--- src/smc_pkg.sv ---
// Package of register map, field positions and constants for the modem channel
`default_nettype none
package smc_pkg;
  // ------------------------------------------------------------
  // Register byte addresses
  // ------------------------------------------------------------
  localparam logic [4:0] ADDR_DATA    = 5'h00; // Receive holding / divisor low
  localparam logic [4:0] ADDR_IEN     = 5'h04; // Interrupt enable / divisor high
  localparam logic [4:0] ADDR_LFC     = 5'h0c; // Line format control
  localparam logic [4:0] ADDR_MLC     = 5'h10; // Modem line control
  localparam logic [4:0] ADDR_LST     = 5'h14; // Line status
  localparam logic [4:0] ADDR_MLS     = 5'h18; // Modem line status
  localparam logic [4:0] ADDR_SCR     = 5'h1c; // Scratch pad
  // ------------------------------------------------------------
  // Field positions, masks and other constants
  // ------------------------------------------------------------
  localparam int MLC_DTR  = 0;
  localparam int MLC_RTS  = 1;
  localparam int MLC_OUT1 = 2;
  localparam int MLC_OUT2 = 3;
  localparam int MLC_LOOP = 4;
  localparam int LFC_DAS  = 7;
  localparam int IEN_RDA  = 0;
  localparam int IEN_MS   = 3;
  localparam logic [7:0] MLC_MASK   = 8'h1f;
  localparam logic [15:0] DIV_RESET = 16'h0001;
  localparam logic [3:0] OVS_LAST   = 4'hf;
  localparam logic [3:0] OVS_MID    = 4'h7;
  localparam logic [1:0] RESP_OKAY  = 2'b00;
  localparam logic [1:0] RESP_SLVERR = 2'b10;
  // Receiver states
  typedef enum logic [1:0] {
    RX_IDLE  = 2'b00,
    RX_START = 2'b01,
    RX_DATA  = 2'b10,
    RX_STOP  = 2'b11
  } smc_rx_state_t;
endpackage
`default_nettype wire

--- src/smc_if.sv ---
// Interface carrying baud divisor and tick between the top and the baud generator
`default_nettype none
interface smc_baud_if;
  logic [15:0] divisor;
  logic        reload;
  logic        tick;
  modport ctrl (output divisor, output reload, input tick);
  modport gen  (input divisor, input reload, output tick);
endinterface
`default_nettype wire

--- src/smc_top.sv ---
// Modem control, modem status, baud divisor, receiver and scratch of one serial channel
//
// Our own choices: the register addresses and the AXI4-Lite register port.
`default_nettype none
module smc_top
(
  input  wire logic        clk,
  input  wire logic        rst,
  input  wire logic [4:0]  s_axi_awaddr,
  input  wire logic        s_axi_awvalid,
  output logic             s_axi_awready,
  input  wire logic [31:0] s_axi_wdata,
  input  wire logic [3:0]  s_axi_wstrb,
  input  wire logic        s_axi_wvalid,
  output logic             s_axi_wready,
  output logic [1:0]       s_axi_bresp,
  output logic             s_axi_bvalid,
  input  wire logic        s_axi_bready,
  input  wire logic [4:0]  s_axi_araddr,
  input  wire logic        s_axi_arvalid,
  output logic             s_axi_arready,
  output logic [31:0]      s_axi_rdata,
  output logic [1:0]       s_axi_rresp,
  output logic             s_axi_rvalid,
  input  wire logic        s_axi_rready,
  input  wire logic        serial_in,
  input  wire logic        cts_n,
  input  wire logic        dsr_n,
  input  wire logic        ri_n,
  input  wire logic        rlsd_n,
  input  wire logic        tx_shift_out,
  output logic             serial_out,
  output logic             dtr_n,
  output logic             rts_n,
  output logic             out1_n,
  output logic             out2_n,
  output logic             irq
);
  import smc_pkg::*;

  // ------------------------------------------------------------
  // Pin synchronisers
  // ------------------------------------------------------------
  logic [4:0] pin_s1_ff;
  logic [4:0] pin_s2_ff;
  always_ff @(posedge clk)
  begin
    pin_s1_ff <= {rlsd_n, ri_n, dsr_n, cts_n, serial_in};
    pin_s2_ff <= pin_s1_ff;
  end

  // ------------------------------------------------------------
  // Registers
  // ------------------------------------------------------------
  logic [7:0]  mlc_ff;
  logic [7:0]  lfc_ff;
  logic [7:0]  ien_ff;
  logic [7:0]  scr_ff;
  logic [15:0] div_ff;
  logic [7:0]  rbuf_ff;
  logic        dready_ff;
  logic [3:0]  delta_ff;
  logic [3:0]  mstat_ff;
  logic        loop_on;

  // ------------------------------------------------------------
  // Write channel decode
  // ------------------------------------------------------------
  logic       aw_held_ff;
  logic       w_held_ff;
  logic [4:0] awaddr_ff;
  logic [7:0] wbyte_ff;
  logic       wbe_ff;
  logic       wr_go;
  logic       wr_known;
  logic       das;
  logic       we_data;
  logic       we_ien;
  logic       we_divl;
  logic       we_divh;
  assign das      = lfc_ff[LFC_DAS];
  assign wr_go    = aw_held_ff && w_held_ff && !s_axi_bvalid;
  assign wr_known = (awaddr_ff == ADDR_DATA) || (awaddr_ff == ADDR_IEN)
                 || (awaddr_ff == ADDR_LFC) || (awaddr_ff == ADDR_MLC)
                 || (awaddr_ff == ADDR_LST) || (awaddr_ff == ADDR_MLS)
                 || (awaddr_ff == ADDR_SCR);
  assign we_data  = wr_go && wbe_ff && (awaddr_ff == ADDR_DATA);
  assign we_ien   = wr_go && wbe_ff && (awaddr_ff == ADDR_IEN);
  assign we_divl  = we_data && das;
  assign we_divh  = we_ien && das;

  // Address and data taken in either order, then one response
  always_ff @(posedge clk)
  begin
    // Ready again in the cycle after the held pair is answered
    s_axi_awready <= wr_go || !(aw_held_ff || (s_axi_awvalid && s_axi_awready));
    s_axi_wready  <= wr_go || !(w_held_ff || (s_axi_wvalid && s_axi_wready));
    if (rst)
    begin
      s_axi_awready <= 1'b0;
      s_axi_wready  <= 1'b0;
      aw_held_ff <= 1'b0;
      w_held_ff  <= 1'b0;
      awaddr_ff  <= 5'h00;
      wbyte_ff   <= 8'h00;
      wbe_ff     <= 1'b0;
      s_axi_bvalid <= 1'b0;
      s_axi_bresp  <= RESP_OKAY;
    end
    else
    begin
      if (s_axi_awvalid && s_axi_awready)
      begin
        aw_held_ff <= 1'b1;
        awaddr_ff  <= {s_axi_awaddr[4:2], 2'b00};
      end
      if (s_axi_wvalid && s_axi_wready)
      begin
        w_held_ff <= 1'b1;
        wbyte_ff  <= s_axi_wdata[7:0];
        wbe_ff    <= s_axi_wstrb[0];
      end
      if (wr_go)
      begin
        aw_held_ff   <= 1'b0;
        w_held_ff    <= 1'b0;
        s_axi_bvalid <= 1'b1;
        s_axi_bresp  <= wr_known ? RESP_OKAY : RESP_SLVERR;
      end
      else if (s_axi_bready)
        s_axi_bvalid <= 1'b0;
    end
  end
  // ------------------------------------------------------------
  // Control register writes
  // ------------------------------------------------------------
  always_ff @(posedge clk)
  begin
    if (rst)
    begin
      mlc_ff <= 8'h00;
      lfc_ff <= 8'h00;
      ien_ff <= 8'h00;
      scr_ff <= 8'h00;
      div_ff <= DIV_RESET;
    end
    else if (wr_go && wbe_ff)
    begin
      if (awaddr_ff == ADDR_MLC)
        mlc_ff <= wbyte_ff & MLC_MASK;
      if (awaddr_ff == ADDR_LFC)
        lfc_ff <= wbyte_ff;
      if (awaddr_ff == ADDR_SCR)
        scr_ff <= wbyte_ff;
      if (we_ien && !das)
        ien_ff <= wbyte_ff & 8'h0f;
      if (we_divl)
        div_ff[7:0] <= wbyte_ff;
      if (we_divh)
        div_ff[15:8] <= wbyte_ff;
    end
  end

  // ------------------------------------------------------------
  // Baud generator
  // ------------------------------------------------------------
  smc_baud_if baud_bus ();
  assign baud_bus.divisor = div_ff;
  assign baud_bus.reload  = we_divl || we_divh;
  smc_baud u_baud
  (
    .clk (clk),
    .rst (rst),
    .bif (baud_bus)
  );

  // ------------------------------------------------------------
  // Loopback and modem status sources
  // ------------------------------------------------------------
  logic [3:0] mstat_now;
  logic       rx_line;
  assign loop_on   = mlc_ff[MLC_LOOP];
  // Order: cts, dsr, ri, rlsd, active high
  assign mstat_now = loop_on
                   ? {mlc_ff[MLC_OUT2], mlc_ff[MLC_OUT1], mlc_ff[MLC_DTR], mlc_ff[MLC_RTS]}
                   : ~pin_s2_ff[4:1];
  assign rx_line   = loop_on ? tx_shift_out : pin_s2_ff[0];

  // ------------------------------------------------------------
  // Receive read and status read strobes
  // ------------------------------------------------------------
  logic       rd_take;
  logic [4:0] rd_addr;
  logic       rd_rbuf;
  logic       rd_mls;
  assign rd_take = s_axi_arvalid && s_axi_arready;
  assign rd_addr = {s_axi_araddr[4:2], 2'b00};
  assign rd_rbuf = rd_take && (rd_addr == ADDR_DATA) && !das;
  assign rd_mls  = rd_take && (rd_addr == ADDR_MLS);

  // Change indicators: set wins over read clear
  logic       ring_trailing_edge_set;
  logic [3:0] delta_set;
  // Ring pin going low to high means active ring ends
  assign ring_trailing_edge_set  = mstat_ff[2] & ~mstat_now[2];
  assign delta_set = {mstat_now[3] ^ mstat_ff[3],
                      ring_trailing_edge_set,
                      mstat_now[1] ^ mstat_ff[1],
                      mstat_now[0] ^ mstat_ff[0]};
  always_ff @(posedge clk)
  begin
    if (rst)
    begin
      mstat_ff <= 4'h0;
      delta_ff <= 4'h0;
    end
    else
    begin
      mstat_ff <= mstat_now;
      delta_ff <= (rd_mls ? 4'h0 : delta_ff) | delta_set;
    end
  end

  // ------------------------------------------------------------
  // Receiver
  // ------------------------------------------------------------
  smc_rx_state_t rx_st_ff;
  logic [3:0]    ovs_ff;
  logic [2:0]    bit_ff;
  logic [7:0]    shift_ff;
  logic [2:0]    last_bit;
  logic          tick;
  logic          mid;
  logic          rx_load;
  assign tick     = baud_bus.tick;
  assign mid      = tick && (ovs_ff == OVS_MID);
  assign last_bit = {1'b1, lfc_ff[1:0]}; // Word length 5..8
  assign rx_load  = mid && (rx_st_ff == RX_STOP);
  // Sixteen-times sampled receive state machine
  always_ff @(posedge clk)
  begin
    if (rst)
    begin
      rx_st_ff <= RX_IDLE;
      ovs_ff   <= 4'h0;
      bit_ff   <= 3'h0;
      shift_ff <= 8'h00;
    end
    else if (tick)
    begin
      ovs_ff <= ovs_ff + 4'h1;
      case (rx_st_ff)
        RX_IDLE:
        begin
          ovs_ff <= 4'h0;
          if (!rx_line)
            rx_st_ff <= RX_START;
        end
        RX_START:
          if (mid)
          begin
            rx_st_ff <= rx_line ? RX_IDLE : RX_DATA;
            ovs_ff   <= OVS_MID + 4'h1;
            bit_ff   <= 3'h0;
            shift_ff <= 8'h00;
          end
        RX_DATA:
          if (mid)
          begin
            shift_ff[bit_ff] <= rx_line;
            bit_ff           <= bit_ff + 3'h1;
            if (bit_ff == last_bit)
              rx_st_ff <= RX_STOP;
          end
        RX_STOP:
          if (mid)
            rx_st_ff <= RX_IDLE;
        default:
          rx_st_ff <= RX_IDLE;
      endcase
    end
  end

  // Receive buffer and data ready; a new character wins over a read
  always_ff @(posedge clk)
  begin
    if (rst)
    begin
      rbuf_ff   <= 8'h00;
      dready_ff <= 1'b0;
    end
    else if (rx_load)
    begin
      rbuf_ff   <= shift_ff;
      dready_ff <= 1'b1;
    end
    else if (rd_rbuf)
      dready_ff <= 1'b0;
  end

  // ------------------------------------------------------------
  // Read channel
  // ------------------------------------------------------------
  logic [7:0] rd_byte;
  logic       rd_known;
  assign rd_known = (rd_addr == ADDR_DATA) || (rd_addr == ADDR_IEN)
                 || (rd_addr == ADDR_LFC) || (rd_addr == ADDR_MLC)
                 || (rd_addr == ADDR_LST) || (rd_addr == ADDR_MLS)
                 || (rd_addr == ADDR_SCR);
  assign rd_byte  = (rd_addr == ADDR_DATA) ? (das ? div_ff[7:0] : rbuf_ff)
                  : (rd_addr == ADDR_IEN)  ? (das ? div_ff[15:8] : ien_ff)
                  : (rd_addr == ADDR_LFC)  ? lfc_ff
                  : (rd_addr == ADDR_MLC)  ? mlc_ff
                  : (rd_addr == ADDR_LST)  ? {7'h00, dready_ff}
                  : (rd_addr == ADDR_MLS)  ? {mstat_ff, delta_ff}
                  : (rd_addr == ADDR_SCR)  ? scr_ff
                  : 8'h00;
  always_ff @(posedge clk)
  begin
    // Address taken only while no answer is pending
    s_axi_arready <= !(rd_take || (s_axi_rvalid && !s_axi_rready));
    if (rst)
    begin
      s_axi_arready <= 1'b0;
      s_axi_rvalid <= 1'b0;
      s_axi_rdata  <= 32'h0000_0000;
      s_axi_rresp  <= RESP_OKAY;
    end
    else if (rd_take)
    begin
      s_axi_rvalid <= 1'b1;
      s_axi_rdata  <= {24'h000000, rd_byte};
      s_axi_rresp  <= rd_known ? RESP_OKAY : RESP_SLVERR;
    end
    else if (s_axi_rready)
      s_axi_rvalid <= 1'b0;
  end

  // ------------------------------------------------------------
  // Pins and interrupt outputs
  // ------------------------------------------------------------
  logic irq_src;
  assign irq_src = (ien_ff[IEN_RDA] && dready_ff)
                || (ien_ff[IEN_MS] && (delta_ff != 4'h0));
  always_ff @(posedge clk)
  begin
    if (rst)
    begin
      serial_out <= 1'b1;
      dtr_n      <= 1'b1;
      rts_n      <= 1'b1;
      out1_n     <= 1'b1;
      out2_n     <= 1'b1;
      irq        <= 1'b0;
    end
    else
    begin
      serial_out <= loop_on ? 1'b1 : tx_shift_out;
      dtr_n      <= loop_on | ~mlc_ff[MLC_DTR];
      rts_n      <= loop_on | ~mlc_ff[MLC_RTS];
      out1_n     <= loop_on | ~mlc_ff[MLC_OUT1];
      out2_n     <= loop_on | ~mlc_ff[MLC_OUT2];
      irq        <= irq_src && mlc_ff[MLC_OUT2];
    end
  end

  // ------------------------------------------------------------
  // Checks
  // ------------------------------------------------------------
  a_dtr_level: assert property (@(posedge clk) disable iff (rst)
    1'b1 |=> (dtr_n == ($past(loop_on) || !$past(mlc_ff[MLC_DTR]))))
    else $error("terminal ready pin wrong");
  a_loop_pins: assert property (@(posedge clk) disable iff (rst)
    loop_on |=> (dtr_n && rts_n && out1_n && out2_n && serial_out))
    else $error("loopback did not force outputs high");
  a_irq_gate: assert property (@(posedge clk) disable iff (rst)
    !mlc_ff[MLC_OUT2] |=> !irq)
    else $error("interrupt not gated");
  a_delta_clear: assert property (@(posedge clk) disable iff (rst)
    (rd_mls && delta_set == 4'h0 && !ring_trailing_edge_set) |=> (delta_ff == 4'h0))
    else $error("change bits not cleared by read");
  a_ring_trailing_edge_rise: assert property (@(posedge clk) disable iff (rst)
    (!mstat_ff[2] && mstat_now[2] && !delta_ff[2] && !loop_on) |=> !delta_ff[2])
    else $error("ring bit set on wrong edge");
  a_cts_change: assert property (@(posedge clk) disable iff (rst)
    (mstat_now[0] != mstat_ff[0]) |=> delta_ff[0])
    else $error("clear to send change missed");
  a_dready_load: assert property (@(posedge clk) disable iff (rst)
    rx_load |=> (dready_ff && rbuf_ff == $past(shift_ff)))
    else $error("character not loaded");
  a_mcr_upper: assert property (@(posedge clk) disable iff (rst)
    mlc_ff[7:5] == 3'h0)
    else $error("control upper bits not zero");
endmodule
`default_nettype wire

--- src/smc_baud.sv ---
// Baud generator producing the sixteen-times bit enable pulse
`default_nettype none
module smc_baud
(
  input  wire logic clk,
  input  wire logic rst,
  smc_baud_if.gen   bif
);
  import smc_pkg::*;
  logic [15:0] cnt_ff;
  logic        tick_ff;
  logic        at_end;
  // ------------------------------------------------------------
  // Divider: one pulse every divisor cycles, reload on latch write
  // ------------------------------------------------------------
  assign at_end   = (cnt_ff <= 16'h0001);
  assign bif.tick = tick_ff;
  always_ff @(posedge clk)
  begin
    if (rst || bif.reload)
    begin
      cnt_ff  <= (rst ? DIV_RESET : bif.divisor);
      tick_ff <= 1'b0;
    end
    else
    begin
      cnt_ff  <= at_end ? bif.divisor : cnt_ff - 16'h0001;
      tick_ff <= at_end;
    end
  end
  a_tick_period: assert property (@(posedge clk) disable iff (rst)
    (!bif.reload && cnt_ff == 16'h0002) |=> ##1 (tick_ff || $past(bif.reload)))
    else $error("baud tick missed after count ran out");
endmodule
`default_nettype wire

--- config.mk ---
export PLATFORM = sky130hd
export DESIGN_NAME = smc_top
export DESIGN_NICKNAME = d
export VERILOG_FILES = /design/src/smc_pkg.sv /design/src/smc_if.sv /design/src/smc_top.sv /design/src/smc_baud.sv
export SDC_FILE = /design/constraint.sdc
export NUM_CORES = 1
export LEC_CHECK = 0
export BUFFER_PORTS_ARGS = -buffer_cell sky130_fd_sc_hd__buf_2
export CAP_MARGIN = 40
export CORE_ASPECT_RATIO = 0.7
export CORE_MARGIN = 8
export CORE_UTILIZATION = 56
export DETAILED_ROUTE_END_ITERATION = 16
export PLACE_DENSITY = 0.8
export SLEW_MARGIN = 20
export SYNTH_ARGS = -nofsm -noshare
export SYNTH_HDL_FRONTEND = slang
export SYNTH_SLANG_ARGS = --single-unit
--- constraint.sdc ---
create_clock -name clk -period 2.5 [get_ports clk]
set_clock_uncertainty 0.2 [all_clocks]
set_input_delay 0.375 -clock clk [delete_from_list [all_inputs] [get_ports clk]]
set_output_delay 0.375 -clock clk [all_outputs]
set_load 0.01 [all_outputs]
==> results.txt <==
The total instance count after detailed placement is 821. The non-filler instance count after layout is 861. The final routed wirelength across all metal layers is 14300 um. The share of synthesized area in the top cell type comes to 45.4%. The insertion delay of the later-clocked pin in the worst-skew pair came out at 0.42 ns. The initial antenna violation count came out at 0. The share of flip-flops with an asynchronous set or reset is 0%. The worst hold path cell count came out at 3. The number of ports placed on the die boundary came out at 106. After filler insertion, the fill cell instance count of the layout stands at 789. The repair_antennas step left the layout with diodes totalling 0. The pin count of the biggest net entering global routing came out at 80. The per-cell routed wire length is 16.6 um.

The highest fanout seen on the critical path is 16. The total overflow left after global routing is 0. The sequential power share came out at 40.9%. The half-perimeter wire length after placement is 9910 um.

The time the final worst path needs with I/O delays and setup is 2.24 ns. The global routing usage summed across all routing layers is 20.0%. The minimum setup slack among reg-to-reg paths came out at 0.26 ns. The fraction of the mapped netlist area in simple logic gates came out at 18.8%. By count the netlist is led by sky130_fd_sc_hd__dfxtp_1 (137), sky130_fd_sc_hd__nor2_1 (92), sky130_fd_sc_hd__mux2i_1 (88).

The area share of fa/ha/maj cells after synthesis came out at 0.829%. For this run, the detailed router's first-pass iteration total came to 5. The fraction of synthesized cell area in xor and xnor cells came out at 2.90%. Setup repair after global routing left no endpoint under its margin. The multiplexer fraction of the synthesized cell area is 15.3%. The count of routing violations after the opening detailed-route iteration came out at 364. The data arrival time of the worst path is 2.38 ns.

Summing all multi-input logic gate instances after layout gives 2980 um^2. The final hold violation count is 0. The critical path goes through nor4_4 > nand3_2 > or4_4 > nand2_4 > mux2i_1. The share of cells above drive strength 1 came out at 13.7%. The post-CTS clock slew at the launch and capture registers of the worst setup and hold paths is 0.06 ns. The number of standard cells after synthesis is 671. The switching component of the power came out at 0.00187 W.

The critical path capture point type is a flip-flop. TritonCTS built the clock tree. In the post-synthesis netlist, the cell with the most instances is sky130_fd_sc_hd__dfxtp_1.

The largest incremental delay on the critical path came out at 0.55 ns. The number of violations of the max-capacitance limit is 0. The die is 103 um tall. The worst-case vdd ir drop is 0.507 mV. The via count of the first global-routing pass is 4728. The tightest slew margin relative to the limit is 50.8%.

For the pin with the worst max-slew slack, the measured transition is 0.738 ns. The post-route total power came out at 0.00615 W. Together, buffers and inverters on the worst path number 0. In this run the cell area of the synthesized design comes to 6040 um^2. The final hold slack came out at 0.0173 ns. The remaining design rule violation count came out at 0. The count of input and output buffers came out at 48. The unique cell type count in the Yosys netlist is 52. The most used flip-flop cell after synthesis is sky130_fd_sc_hd__dfxtp_1.

The flow ran to the end, and the final reports show no timing, DRC or antenna violations. On the critical path the largest part of the delay comes from simple AND/OR/NAND/NOR gates. The synthesized design spends more area on one cell type than any other, namely sky130_fd_sc_hd__dfxtp_1. The complex-gate fraction of the synthesized area came out at 9.87%. The largest individual stage delay along the critical path comes from the cell sky130_fd_sc_hd__or4_4.

The maximum frequency from static timing analysis is 447 MHz. The number of slew-limit violations in the final report is 0. The number of levels in the clock H-tree came out at 4. The worst reg-to-reg path cell count came out at 5. The placeable core region is 10400 um^2. The min-delay analysis places its worst path in the category input pin to flip-flop. The mean cell area of the mapped netlist came out at 9.00 um^2. Dividing the final minimum period by the clock period gives 89.5%. The relative area change from synthesis to final layout is 14.5%. The clock buffer count from CTS is 17. The worst reg2reg path endpoint is u_baud.cnt_ff[8]. The type of the worst setup path is flip-flop to flip-flop. Row generation in the floorplan step produced 31 rows.

The worst hold path begins at s_axi_awaddr[3]. Yosys printed 0 warnings. The fraction of the yosys area taken by sequential cells came out at 45.4%. The number of nets in the final layout came out at 779. The clock group share of total power is 39.9%. The number of setup violations in the final report came out at 0.

In this run the power density over the cells is 891 nW/um^2. The first-pass GRT wire length is 23000 um. The share of total power dissipated in combinational logic is 19.2%.

The worst hold path terminates at awaddr_ff[3]. The static leakage came out at 2.99 nW. The via count is 4837. The design internal power is 0.00429 W. Summing all flip-flop and latch instances after layout gives 2740 um^2.

The initial cell density of the core is 57.8%. The number of nets with antenna violations after detailed routing came out at 0. Clock tree synthesis selected as its root buffer the cell sky130_fd_sc_hd__clkbuf_16. In this run the horizontal extent of the chip is 140 um. The deepest clock path buffer count is 2. Using the TritonRoute via totals, the vias-per-cell ratio works out to 5.62.

The setup TNS came out at 0 ns. The flip-flop and latch count after synthesis is 137. The required time at the worst-slack endpoint came out at 2.64 ns. The largest family of logic cells by synthesized area is simple AND/OR/NAND/NOR gates. Yosys attributes the largest share of cell area to sky130_fd_sc_hd__dfxtp_1 (45%), sky130_fd_sc_hd__mux2i_1 (15%), sky130_fd_sc_hd__nor2_1 (5.7%). The number of instances resized during post-cts repair came out at 0. The full die area is 14400 um^2. The number of enable flip-flop cells after synthesis is 0. In this run the critical register-to-register path is launched from u_baud.cnt_ff[7].

The count of clock tree sinks came out at 137. The launching element type of the critical path is a flip-flop. Routability-driven placement finished with a final weighted congestion of 0.819. The switching portion of total power is 30.4%.
-- state kept, by name, indices dropped and copies added (netlist names), 3 cells and up, named ones only --
register / flops
ien_ff: 4
rbuf_ff: 8
shift_ff: 8
bit_ff: 3
scr_ff: 8
ovs_ff: 4
delta_ff: 4
baud_bus.divisor: 16
mstat_ff: 4
pin_s2_ff: 5
awaddr_ff: 3
wbyte_ff: 8
s_axi_rdata: 8
pin_s1_ff: 5
mlc_ff: 5
u_baud.cnt_ff: 16
lfc_ff: 8
-- through the flow --
stage / util [%] / instance area (um^2) / setup WS [ns]
2_1_floorplan: - / 6130 / 0.490
3_3_place_gp: 59.9 / 6250 / 0.378
3_5_place_dp: 59.9 / 6250 / 0.263
4_1_cts: 66.2 / 6910 / 0.254
5_1_grt: 66.2 / 6910 / 0.127
6_report: 66.2 / 6910 / 0.262
-- power groups by stage --
stage	logic (W)	registers [W]	clock network (W)
floorplan	0.00103	0.00251	0
global placement	0.00110	0.00254	0
detailed placement	0.00116	0.00256	0
CTS	0.00119	0.00251	0.00247
global route	0.00131	0.00253	0.00258
finish	0.00118	0.00252	0.00245
-- per-layer routing --
metal	part of all wire [%]	wire, um	GRT usage, %	vias up
met4	2.2	308	9.63	0
met1	44	6320	25.2	2273
met5	0	0	0	-
met2	47	6650	32.2	188
li1	-	-	-	2342
met3	6.9	983	4.95	34
-- worst max-delay path by stage --
stage	from	end	slack (ns)	depth (start not counted)
2_1_floorplan	u_baud.cnt_ff[7]	u_baud.cnt_ff[10]	0.49	6
3_3_place_gp	u_baud.cnt_ff[7]	u_baud.cnt_ff[6]	0.38	5
3_5_place_dp	u_baud.cnt_ff[7]	u_baud.cnt_ff[1]	0.26	5
4_1_cts	u_baud.cnt_ff[7]	u_baud.cnt_ff[1]	0.25	5
5_1_grt	rx_st_ff[0]	shift_ff[6]	0.13	5
6_report	u_baud.cnt_ff[7]	u_baud.cnt_ff[8]	0.26	5
-- layout by cell type (no fill, tap or decap), drive strengths merged, types with 5 or more instances in the layout --
cell	count
dfxtp	137
nor3	12
xor2	6
or3	6
inv	20
nor2b	7
a22oi	9
dlygate4sd3	8
nand3	15
a211oi	7
o21ai	15
xnor2	14
mux2i	88
nand2	70
nand2b	20
clkbuf	17
nor2	92
buf	58
conb	26
nor3b	5
a21oi	50
-- kinds of logic (layout without fill, tap and decap cells) --
| group | Yosys count | count (layout) |
|---|---|---|
| AOI/OAI and AO/OA | 99 | 99 |
| xor gates and xnor gates | 20 | 20 |
| adders and majority gates | 4 | 4 |
| buffers and inverters | 76 | 109 |
| DFF | 137 | 137 |
| muxes | 91 | 91 |
| other | 1 | 26 |
| and+or+nand+nor | 243 | 243 |
-- worst min-delay path, cell delays in order --
cell and delay [ns]:
sky130_fd_sc_hd__buf_2 0.10, sky130_fd_sc_hd__nand3_1 0.06, sky130_fd_sc_hd__a21oi_1 0.05
-- final cells by class --
class,instances,area share (%)
multi-input combinational,483,43.2
sequential,137,39.7
clock buffer,17,6.16
timing repair buffer,66,5.76
tap,132,2.39
clock inverter,15,2.25
inverter,11,0.598
-- what timing repair did --
action	CTS	global route
endpoints found under the hold margin	8	0
hold buffers	8	0
setup buffers	0	0
Note: power is estimated with default switching activity, not from simulation.
